<file path="config.mk">
export PLATFORM = sky130hd
export DESIGN_NAME = sdpc_pin_control
export DESIGN_NICKNAME = d
export VERILOG_FILES = /design/src/core/sdpc_pkg.sv /design/src/core/sdpc_pin_control.sv
export SDC_FILE = /design/constraint.sdc
export NUM_CORES = 1
export LEC_CHECK = 0
export ABC_AREA = 1
export ABC_CLOCK_PERIOD_IN_PS = 2000
export BUFFER_PORTS_ARGS = -buffer_cell sky130_fd_sc_hd__clkbuf_2
export CAP_MARGIN = 10
export CORE_MARGIN = 2
export CORE_UTILIZATION = 45
export CTS_BUF_LIST = sky130_fd_sc_hd__clkbuf_4
export DETAILED_ROUTE_END_ITERATION = 10
export PLACE_DENSITY = 0.78
export RECOVER_POWER = 25
export SYNTH_ARGS = -nofsm -noshare
export SYNTH_HDL_FRONTEND = slang
export SYNTH_SLANG_ARGS = --single-unit
</file>
<file path="constraint.sdc">
create_clock -name clock -period 2 [get_ports clock]
set_clock_uncertainty 0.1 [all_clocks]
set_input_delay 0.6 -clock clock [delete_from_list [all_inputs] [get_ports clock]]
set_output_delay 0.6 -clock clock [all_outputs]
set_load 0.005 [all_outputs]
</file>
<file path="src/core/sdpc_pkg.sv">
// package for the sdram pin control block: command kinds, pin encodings,
// address decode and field positions.
// assumes one 100 MHz clock shared with the sdram devices.
package sdpc_pkg;

   // requested operation from the external port
   typedef enum logic [2:0] {
      sdpc_op_read = 3'h0,
      sdpc_op_write = 3'h1,
      sdpc_op_refresh = 3'h2,
      sdpc_op_precharge = 3'h3,
      sdpc_op_mode_set = 3'h4,
      sdpc_op_self_refresh = 3'h5,
      sdpc_op_suspend = 3'h6,
      sdpc_op_wake = 3'h7
   } sdpc_op_type;

   typedef enum logic [2:0] {
      sdpc_st_idle = 3'h0,
      sdpc_st_column = 3'h1,
      sdpc_st_handoff = 3'h2,
      sdpc_st_granted = 3'h3,
      sdpc_st_wake = 3'h4
   } sdpc_state_type;

   // {row strobe, column strobe, write enable}, all active low
   localparam logic [2:0] cmd_nop = 3'h7;
   localparam logic [2:0] cmd_activate = 3'h3;
   localparam logic [2:0] cmd_read = 3'h5;
   localparam logic [2:0] cmd_write = 3'h4;
   localparam logic [2:0] cmd_precharge = 3'h2;
   localparam logic [2:0] cmd_refresh = 3'h1;
   localparam logic [2:0] cmd_mode_set = 3'h0;

   // sdram space decode
   localparam int space_hi = 31;
   localparam int space_lo = 26;
   localparam logic [5:0] space_match = 6'h01;

   // address field positions within a word address
   localparam int addr_width = 14;
   localparam int row_lo = 11;
   localparam int col_lo = 1;
   localparam int col_width = 10;
   localparam int odd_bit = 0;
   localparam int bit_ten = 10;

   // reset values
   localparam logic [addr_width-1:0] addr_reset = 14'h0000;
   localparam logic cke_reset = 1'b1;
endpackage

</file>
<file path="src/core/sdpc_pin_control.sv">
// sdram pin control: turns external port requests into sdram pin cycles,
// data masks, clock enable handling and host bus hand-over.
// assumes the sdram devices and the host share this clock; inputs are synchronous.

// Summary of operation
// - The select output goes low on every sdram command cycle, which for reads and writes means address bits 31:26 equal 000001.
// - Only the processor that masters the bus drives the select pin; a slave leaves it undriven.
// - On a read or write the row strobe is low in the cycle that carries the row address.
// - On a read or write the column strobe is low in the cycle that carries the column address.
// - Other sdram operations are coded on row strobe, column strobe and write enable per the sdram standard.
// - With the column strobe low, write enable is low for a write and high for a read.
// - A high data mask disables the sdram data buffers of its word half.
// - The masks matter only with the column strobe low and stay inactive on reads.
// - A write to an odd word on a 64-bit bus raises the low-word mask.
// - A write raises the high-word mask for an even word access and always on a 32-bit bus.
// - Address bit ten has its own pin so precharge can run while the shared address bus is busy.
// - Clock enable is used to enter and leave self-refresh and suspend.
// - Before granting the bus the master weakly holds clock enable high, or low in self-refresh; a slave holds nothing.
// - On hand-over to a host the master puts the sdram into self-refresh first and then floats its sdram pins.
module sdpc_pin_control (
   input wire logic clock,
   input wire logic rst_n,
   input wire logic cmd_valid,
   input wire sdpc_pkg::sdpc_op_type cmd_op,
   input wire logic [31:0] cmd_addr,
   input wire logic cmd_word_access,
   input wire logic bus_is_32,
   input wire logic is_bus_master,
   input wire logic host_bus_request_n,
   output logic cmd_ready,
   output logic cmd_rejected,
   output logic sdram_space_select_n,
   output logic sdram_space_select_oe,
   output logic ras_n,
   output logic cas_n,
   output logic sdram_write_enable_n,
   output logic low_word_data_mask,
   output logic high_word_data_mask,
   output logic [sdpc_pkg::addr_width-1:0] sdram_addr,
   output logic sdram_addr_bit_ten,
   output logic sdram_clock_enable,
   output logic sdram_pins_oe,
   output logic cke_weak_pull_up,
   output logic cke_weak_pull_down,
   output logic host_bus_grant_n,
   output logic host_bus_grant_oe,
   output logic in_self_refresh,
   output logic in_suspend
);

   typedef struct packed {
      sdpc_pkg::sdpc_state_type state;
      logic ready;
      logic rejected;
      logic sel_n;
      logic [2:0] cmd;
      logic low_mask;
      logic high_mask;
      logic [sdpc_pkg::addr_width-1:0] addr;
      logic a10;
      logic cke;
      logic pins_oe;
      logic pull_up;
      logic pull_down;
      logic grant_n;
      logic grant_oe;
      logic self_ref;
      logic suspend;
      logic pend_write;
      logic pend_odd;
      logic pend_word;
      logic [sdpc_pkg::col_width-1:0] pend_col;
   } sdpc_regs_type;

   localparam sdpc_regs_type regs_reset = '{
      state: sdpc_pkg::sdpc_st_idle,
      ready: 1'b0,
      rejected: 1'b0,
      sel_n: 1'b1,
      cmd: sdpc_pkg::cmd_nop,
      low_mask: 1'b0,
      high_mask: 1'b0,
      addr: sdpc_pkg::addr_reset,
      a10: 1'b0,
      cke: sdpc_pkg::cke_reset,
      pins_oe: 1'b0,
      pull_up: 1'b0,
      pull_down: 1'b0,
      grant_n: 1'b1,
      grant_oe: 1'b0,
      self_ref: 1'b0,
      suspend: 1'b0,
      pend_write: 1'b0,
      pend_odd: 1'b0,
      pend_word: 1'b0,
      pend_col: 10'h000
   };

   sdpc_regs_type r;
   sdpc_regs_type next_r;

   function automatic logic in_sdram_space(input logic [31:0] a);
      in_sdram_space = (a[sdpc_pkg::space_hi:sdpc_pkg::space_lo] == sdpc_pkg::space_match);
   endfunction

   // one cycle with select low and the given strobe code
   function automatic sdpc_regs_type issue(input sdpc_regs_type s, input logic [2:0] code);
      sdpc_regs_type t;
      t = s;
      t.sel_n = 1'b0;
      t.cmd = code;
      issue = t;
   endfunction

   always_comb begin
      logic take;
      logic busy_low_power;
      take = 1'b0;
      busy_low_power = 1'b0;
      next_r = r;
      // default is a deselected nop with masks low
      next_r.sel_n = 1'b1;
      next_r.cmd = sdpc_pkg::cmd_nop;
      next_r.low_mask = 1'b0;
      next_r.high_mask = 1'b0;
      next_r.rejected = 1'b0;
      next_r.ready = 1'b0;
      // a slave never drives the shared sdram pins or the grant
      next_r.pins_oe = is_bus_master && (r.state != sdpc_pkg::sdpc_st_granted);
      next_r.grant_oe = is_bus_master;
      next_r.pull_up = is_bus_master && !r.self_ref;
      next_r.pull_down = is_bus_master && r.self_ref;
      busy_low_power = r.self_ref || r.suspend;
      case (r.state)
         sdpc_pkg::sdpc_st_idle: begin
            if (is_bus_master && !host_bus_request_n) begin
               if (!r.self_ref) begin
                  if (r.suspend) begin
                     next_r.cke = 1'b1;
                     next_r.suspend = 1'b0;
                  end else begin
                     next_r = issue(next_r, sdpc_pkg::cmd_refresh);
                     next_r.cke = 1'b0;
                     next_r.self_ref = 1'b1;
                     next_r.state = sdpc_pkg::sdpc_st_handoff;
                  end
               end else begin
                  next_r.state = sdpc_pkg::sdpc_st_handoff;
               end
            end else if (is_bus_master) begin
               next_r.ready = 1'b1;
               take = cmd_valid && r.ready;
            end
            if (take) begin
               next_r.ready = 1'b0;
               case (cmd_op)
                  sdpc_pkg::sdpc_op_read, sdpc_pkg::sdpc_op_write: begin
                     if (!in_sdram_space(cmd_addr) || busy_low_power) begin
                        next_r.rejected = 1'b1;
                        next_r.ready = 1'b1;
                     end else begin
                        next_r = issue(next_r, sdpc_pkg::cmd_activate);
                        next_r.addr = cmd_addr[sdpc_pkg::row_lo +: sdpc_pkg::addr_width];
                        next_r.a10 = cmd_addr[sdpc_pkg::row_lo + sdpc_pkg::bit_ten];
                        next_r.pend_write = (cmd_op == sdpc_pkg::sdpc_op_write);
                        next_r.pend_odd = cmd_addr[sdpc_pkg::odd_bit];
                        next_r.pend_word = cmd_word_access;
                        next_r.pend_col = cmd_addr[sdpc_pkg::col_lo +: sdpc_pkg::col_width];
                        next_r.state = sdpc_pkg::sdpc_st_column;
                     end
                  end
                  sdpc_pkg::sdpc_op_refresh: begin
                     // refresh leaves the shared address bus alone
                     if (busy_low_power) begin
                        next_r.rejected = 1'b1;
                     end else begin
                        next_r = issue(next_r, sdpc_pkg::cmd_refresh);
                     end
                     next_r.ready = 1'b1;
                  end
                  sdpc_pkg::sdpc_op_precharge: begin
                     if (busy_low_power) begin
                        next_r.rejected = 1'b1;
                     end else begin
                        // precharge all uses bit ten high
                        next_r = issue(next_r, sdpc_pkg::cmd_precharge);
                        next_r.a10 = 1'b1;
                     end
                     next_r.ready = 1'b1;
                  end
                  sdpc_pkg::sdpc_op_mode_set: begin
                     if (busy_low_power) begin
                        next_r.rejected = 1'b1;
                     end else begin
                        next_r = issue(next_r, sdpc_pkg::cmd_mode_set);
                        next_r.addr = cmd_addr[sdpc_pkg::addr_width-1:0];
                        next_r.a10 = cmd_addr[sdpc_pkg::bit_ten];
                     end
                     next_r.ready = 1'b1;
                  end
                  sdpc_pkg::sdpc_op_self_refresh: begin
                     if (busy_low_power) begin
                        next_r.rejected = 1'b1;
                     end else begin
                        // refresh code with clock enable low
                        next_r = issue(next_r, sdpc_pkg::cmd_refresh);
                        next_r.cke = 1'b0;
                        next_r.self_ref = 1'b1;
                     end
                     next_r.ready = 1'b1;
                  end
                  sdpc_pkg::sdpc_op_suspend: begin
                     if (busy_low_power) begin
                        next_r.rejected = 1'b1;
                     end else begin
                        next_r.cke = 1'b0;
                        next_r.suspend = 1'b1;
                     end
                     next_r.ready = 1'b1;
                  end
                  sdpc_pkg::sdpc_op_wake: begin
                     if (!busy_low_power) begin
                        next_r.rejected = 1'b1;
                        next_r.ready = 1'b1;
                     end else begin
                        // raise clock enable, one nop after
                        next_r.cke = 1'b1;
                        next_r.self_ref = 1'b0;
                        next_r.suspend = 1'b0;
                        next_r.state = sdpc_pkg::sdpc_st_wake;
                     end
                  end
                  default: begin
                     next_r.rejected = 1'b1;
                     next_r.ready = 1'b1;
                  end
               endcase
            end
         end
         sdpc_pkg::sdpc_st_column: begin
            next_r = issue(next_r, r.pend_write ? sdpc_pkg::cmd_write : sdpc_pkg::cmd_read);
            next_r.addr = {{(sdpc_pkg::addr_width - sdpc_pkg::col_width){1'b0}}, r.pend_col};
            next_r.a10 = 1'b0;
            if (r.pend_write) begin
               next_r.low_mask = !bus_is_32 && r.pend_word && r.pend_odd;
               next_r.high_mask = bus_is_32 || (r.pend_word && !r.pend_odd);
            end
            next_r.state = sdpc_pkg::sdpc_st_idle;
            next_r.ready = 1'b1;
         end
         sdpc_pkg::sdpc_st_handoff: begin
            next_r.pins_oe = 1'b0;
            next_r.grant_n = 1'b0;
            next_r.state = sdpc_pkg::sdpc_st_granted;
         end
         sdpc_pkg::sdpc_st_granted: begin
            next_r.pins_oe = 1'b0;
            // grant stands until the host drops its request or this block stops being bus master
            if (host_bus_request_n || !is_bus_master) begin
               next_r.grant_n = 1'b1;
               next_r.state = sdpc_pkg::sdpc_st_idle;
            end
         end
         sdpc_pkg::sdpc_st_wake: begin
            // nop cycle so the first command sees a stable clock
            next_r.state = sdpc_pkg::sdpc_st_idle;
            next_r.ready = 1'b1;
         end
         default: begin
            next_r = regs_reset;
         end
      endcase
   end

   always_ff @(posedge clock or negedge rst_n) begin
      if (!rst_n) begin
         r <= regs_reset;
      end else begin
         r <= next_r;
      end
   end

   assign cmd_ready = r.ready;
   assign cmd_rejected = r.rejected;
   assign sdram_space_select_n = r.sel_n;
   assign sdram_space_select_oe = r.pins_oe;
   assign ras_n = r.cmd[2];
   assign cas_n = r.cmd[1];
   assign sdram_write_enable_n = r.cmd[0];
   assign low_word_data_mask = r.low_mask;
   assign high_word_data_mask = r.high_mask;
   assign sdram_addr = r.addr;
   assign sdram_addr_bit_ten = r.a10;
   assign sdram_clock_enable = r.cke;
   assign sdram_pins_oe = r.pins_oe;
   assign cke_weak_pull_up = r.pull_up;
   assign cke_weak_pull_down = r.pull_down;
   assign host_bus_grant_n = r.grant_n;
   assign host_bus_grant_oe = r.grant_oe;
   assign in_self_refresh = r.self_ref;
   assign in_suspend = r.suspend;

endmodule

</file>
### Word-level counts from Yosys, hierarchy flattened

Cells that the tools add are included.

| storage, ports and cells | value |
|---|---|
| bits in registers | 47 |
| bits of input ports | 42 |
| word-level logic and storage cells | 116 |

| cells by class | value |
|---|---|
| equal/unequal tests | 14 |
| mux-type cells | 51 |
| bitwise logic cells | 3 |
| reduce and logical (&&, ||, !) cells | 27 |

Operators with widths:

| cell | count |
|---|---|
| $mux W42 | 5 |
| $mux W44 | 3 |
| $pmux W21 S5 | 1 |
| $mux W26 | 4 |
| $pmux W23 S3 | 1 |
| $pmux W13 S5 | 1 |
| $mux W47 | 1 |
| $mux W43 | 1 |
| $pmux W16 S2 | 1 |
| $pmux W5 S5 | 1 |
| $eq A3 B3 Y1 const B | 5 |
| $mux W3 | 5 |
| $pmux W1 S7 | 2 |
| $mux W1 | 13 |
| $eq A3 B2 Y1 const B | 4 |
| $pmux W3 S3 | 1 |
| $logic_and A1 B1 Y1 | 8 |
| $mux W2 | 4 |
| $eq A3 B1 Y1 const B | 2 |
| $eq A6 B1 Y1 const B | 1 |
| $logic_not A1 Y1 | 6 |
| $logic_not A3 Y1 | 2 |
| $pmux W1 S6 | 1 |
| $pmux W2 S3 | 1 |
| other kinds (13) | 21 |

### Logic depth before layout (Yosys ltp)

| depth | value |
|---|---|
| word-level depth | 12 |
| depth in mapped cells | 9 |

### Worst setup path after synthesis

Ideal clock, no wire load.

| timing | value |
|---|---|
| path kind | input to register |
| start | in cmd_op[2] |
| end | reg r (netlist bit sdram_addr[8]) |
| setup time | 0.124 ns |
| arrival | 1.471 ns |
| data required time | 1.776 ns |
| slack | 0.305 ns |
| cell stages on the path | 9 |
| buffers on the path | 2 |
| path through | buf_2 nor2_8 inv_2 nor2_1 nand2_1 nand3_2 buf_6 nand2_1 nand3_1 |

| between the ends | value |
|---|---|
| longest elaborated chain between the ends | 5 |

Ends and longest elaborated chain:

| what | line | source |
|---|---|---|
| start, declared | sdpc_pin_control.sv:24 | `input wire sdpc_pkg::sdpc_op_type cmd_op,` |
| $eq A3 B1 Y1 or $logic_not A3 Y1 (tied branches) | sdpc_pin_control.sv:156 | `case (cmd_op)` |
| $reduce_or A2 Y1 | sdpc_pin_control.sv:156 |  |
| $pmux W21 S5 (*) | sdpc_pin_control.sv:156 |  |
| $mux W47 (*) | sdpc_pin_control.sv:154 | `if (take) begin` |
| $pmux W23 S3 (*) | sdpc_pin_control.sv:134 | `case (r.state)` |
| end signal, assigned | sdpc_pin_control.sv:277 | `r <= regs_reset;` |
| end signal, assigned | sdpc_pin_control.sv:279 | `r <= next_r;` |
| end, declared | sdpc_pin_control.sv:99 | `sdpc_regs_type r;` |

Mark *: on every way between the ends. The rest lies on a longest branch, timed or not.
A chain may end at the register's enable or synchronous reset.

### Worst setup path after layout

| timing | value |
|---|---|
| start | reg r (netlist bit in_suspend) |
| end | out in_suspend |

RTL lines:

| what | line | source |
|---|---|---|
| end, declared | sdpc_pin_control.sv:48 | `output logic in_suspend` |

No word-level cell between the ends.

==> reports/qor.txt <==
Min Hold Slack = 0.274 ns
Fin nets = 467
Post_cts resized = 0
Via density = 5.17
CTS tree = yes
Htree depth = 2
Worst relative slew slack = 0.278
Ratio of cells with drive above 1 in the final layout = 0.286
RePlAce Congestion = 0.865
Post-route minimum period = 1.78 ns
Crit-path cells = clkbuf_2
Critical path peak fanout = 7
Worst setup SP type = flip-flop
Crit path kind = flip-flop to output port
Mapped Nets = 404
Setup repair after global routing missed its margin = false
EDFF count, synth = 0
Post-CTS Repair Setup Buffers = 0
Drt total wl = 6.81 mm
Hold buffer count at CTS = 0
Synth Flop Type = dfrtp_1
IO Pins = 74
Placed cell area = 3140 µm²
Buf+Inv Stages, Crit Path = 1
Clock Sink Count = 47
CP top delay family = flip-flops
Largest cells by area after synthesis = dfrtp_1, nand2_1, nand3_1
VDD IR max = 0.527 mV
Setup TNS = 0 ns
GRT overflow = 0
Post-synth top area cell = dfrtp_1
Synth top cells by count = nand2_1, nand3_1, dfrtp_1
Design Area, Final = 3200 µm²
Drt drc = 0
Final period util = 0.891
Tot GR Track Use = 0.214
Synth top area share = 0.372
Syn Area/Cell = 7.63 µm²
Area of the die = 6780 µm²
Run status = complete, no violations
Core Rows = 28
Total CTS buffers = 5
Place WS = 0.124 ns
Final ANT Viol Nets = 0
Post-synthesis sequential area ratio = 0.429
Diode count = 0
Core box area = 5920 µm²
Largest register by flop count = r
Sequential power share = 0.418
Final core utilization = 0.540
Combinational power share = 0.419
Worst Path Required = 1.30 ns
Most common cell in the synthesized netlist = nand2_1
Slowest-stage cell, CP = dfrtp_1
Largest net degree at the start of global routing = 31
Worst Hold Class = primary input to async pin
Number of global-route vias before repair = 2371
Clk pin slew, worst setup/hold paths = 0.15 ns
Synth async-reset ratio = 1.00
Tightest Pin Transition = 1.08 ns
Wire per inst = 13.6 µm
Vias post-DR = 2590
Max cap viols = 0
Die H = 82.3 µm
Iter 0 DRT Violations = 237
Switching Share = 0.412
Slew Limit Fails = 0
Layout area overhead = 15.7%
Max reg flops = 16
Fin. Hold Viols = 0
PwrDens = 908 nW/µm²
Yosys reg bits = 47
CP endpoint kind = output port
Syn Inst Count = 362
Die width = 82.3 µm
P_int = 1.71 mW
NetSw = 1.20 mW
First-pass GRT wire length = 11.1 mm
Clock buffer depth = 2
Initial antenna violation count = 0
Drt pass-1 iters = 5
Clock latency at the later pin of the worst-skew pair = 0.38 ns
Ys Warns = 0
Max Fclk = 0.561 GHz
Root Driver = clkbuf_4
DP HPWL = 5.11 mm
Final WS setup = 0.218 ns
Port bufs = 72
Crit path DAT = 1.08 ns
Netlist Area Pre-Place = 2760 µm²
Clock power frac = 0.164
Starting Density = 0.466
P_leak = 1.81 nW
Worst path max stage delay = 0.53 ns
Final setup violation count = 0
Number of distinct library cells after synthesis = 28
==> area by class of cell <==
cell class | count | area (µm²)
Tap cell | 75 | 93.8
Multi-Input combinational cell | 263 | 1290
Inverter | 26 | 103
Sequential cell | 47 | 1180
Clock buffer | 6 | 45.0
Fill cell | 562 | 2730
Timing Repair Buffer | 82 | 472
Clock inverter | 2 | 12.5
==> per-layer routing <==
metal / vias up / wire length, µm / track usage
li1: 1290 / - / -
met1: 1200 / 2990 / 0.290
met2: 93 / 3270 / 0.352
met3: 7 / 467 / 0.0337
met4: 0 / 85 / 0.0667
met5: - / 0 / 0
==> layout by cell type (no fill, tap or decap), types with 2 or more instances in the layout <==
cell type,synthesis,routed
a21oi_1,11,11
buf_12,0,3
buf_4,17,7
clkbuf_2,0,71
clkbuf_4,0,6
dfrtp_1,41,41
dfstp_2,6,6
inv_1,21,21
inv_2,3,3
inv_4,2,2
nand2_1,118,118
nand2_4,6,6
nand3_1,74,74
nand4_1,3,3
nor2_1,17,17
nor2_2,7,7
nor2_4,6,6
nor2_8,2,2
nor3_1,6,6
o21ai_0,5,5
o31ai_1,2,2
==> power groups by stage <==
stage          Clock [mW]  Sequential [mW]  Combinational [mW]
2_1_floorplan           0             1.23               0.776
3_3_place_gp            0             1.23                1.19
3_5_place_dp            0             1.23                1.21
4_1_cts             0.482             1.21                1.21
5_1_grt             0.512             1.23                1.34
6_report            0.475             1.21                1.22
==> metrics by stage <==
stage / std cells / power [mW]
final: 501 / 2.90
after global routing: 501 / 3.08
after CTS: 501 / 2.91
after detailed placement: 493 / 2.44
after global placement: 493 / 2.41
after floorplan: 362 / 2.01
==> cell families after synthesis <==
logic type | after synthesis | share of synthesized area
simple gates | 241 | 0.420
compound gates | 22 | 0.0453
flops | 47 | 0.429
buf+inv | 52 | 0.106
==> worst paths after layout <==
check / from / to / slack (ns) / cells past startpoint
max: in_suspend / in_suspend / 0.22 / 1
min: rst_n / sdram_addr[11] / 0.27 / 1
max reg2reg: in_suspend / cmd_ready / 0.25 / 6
min reg2reg: sdram_addr[1] / sdram_addr[1] / 0.40 / 2
max in group asynchronous: rst_n / cmd_rejected / 0.80 / 2
min in group clock: bus_is_32 / low_word_data_mask / 0.28 / 2
==> worst reg2reg max path: cells and delay by family, from the launching register on <==
family,cells,cell delay [ns]
simple gates,6,1.03
flops,1,0.50
(Power assumes the default switching activity.)
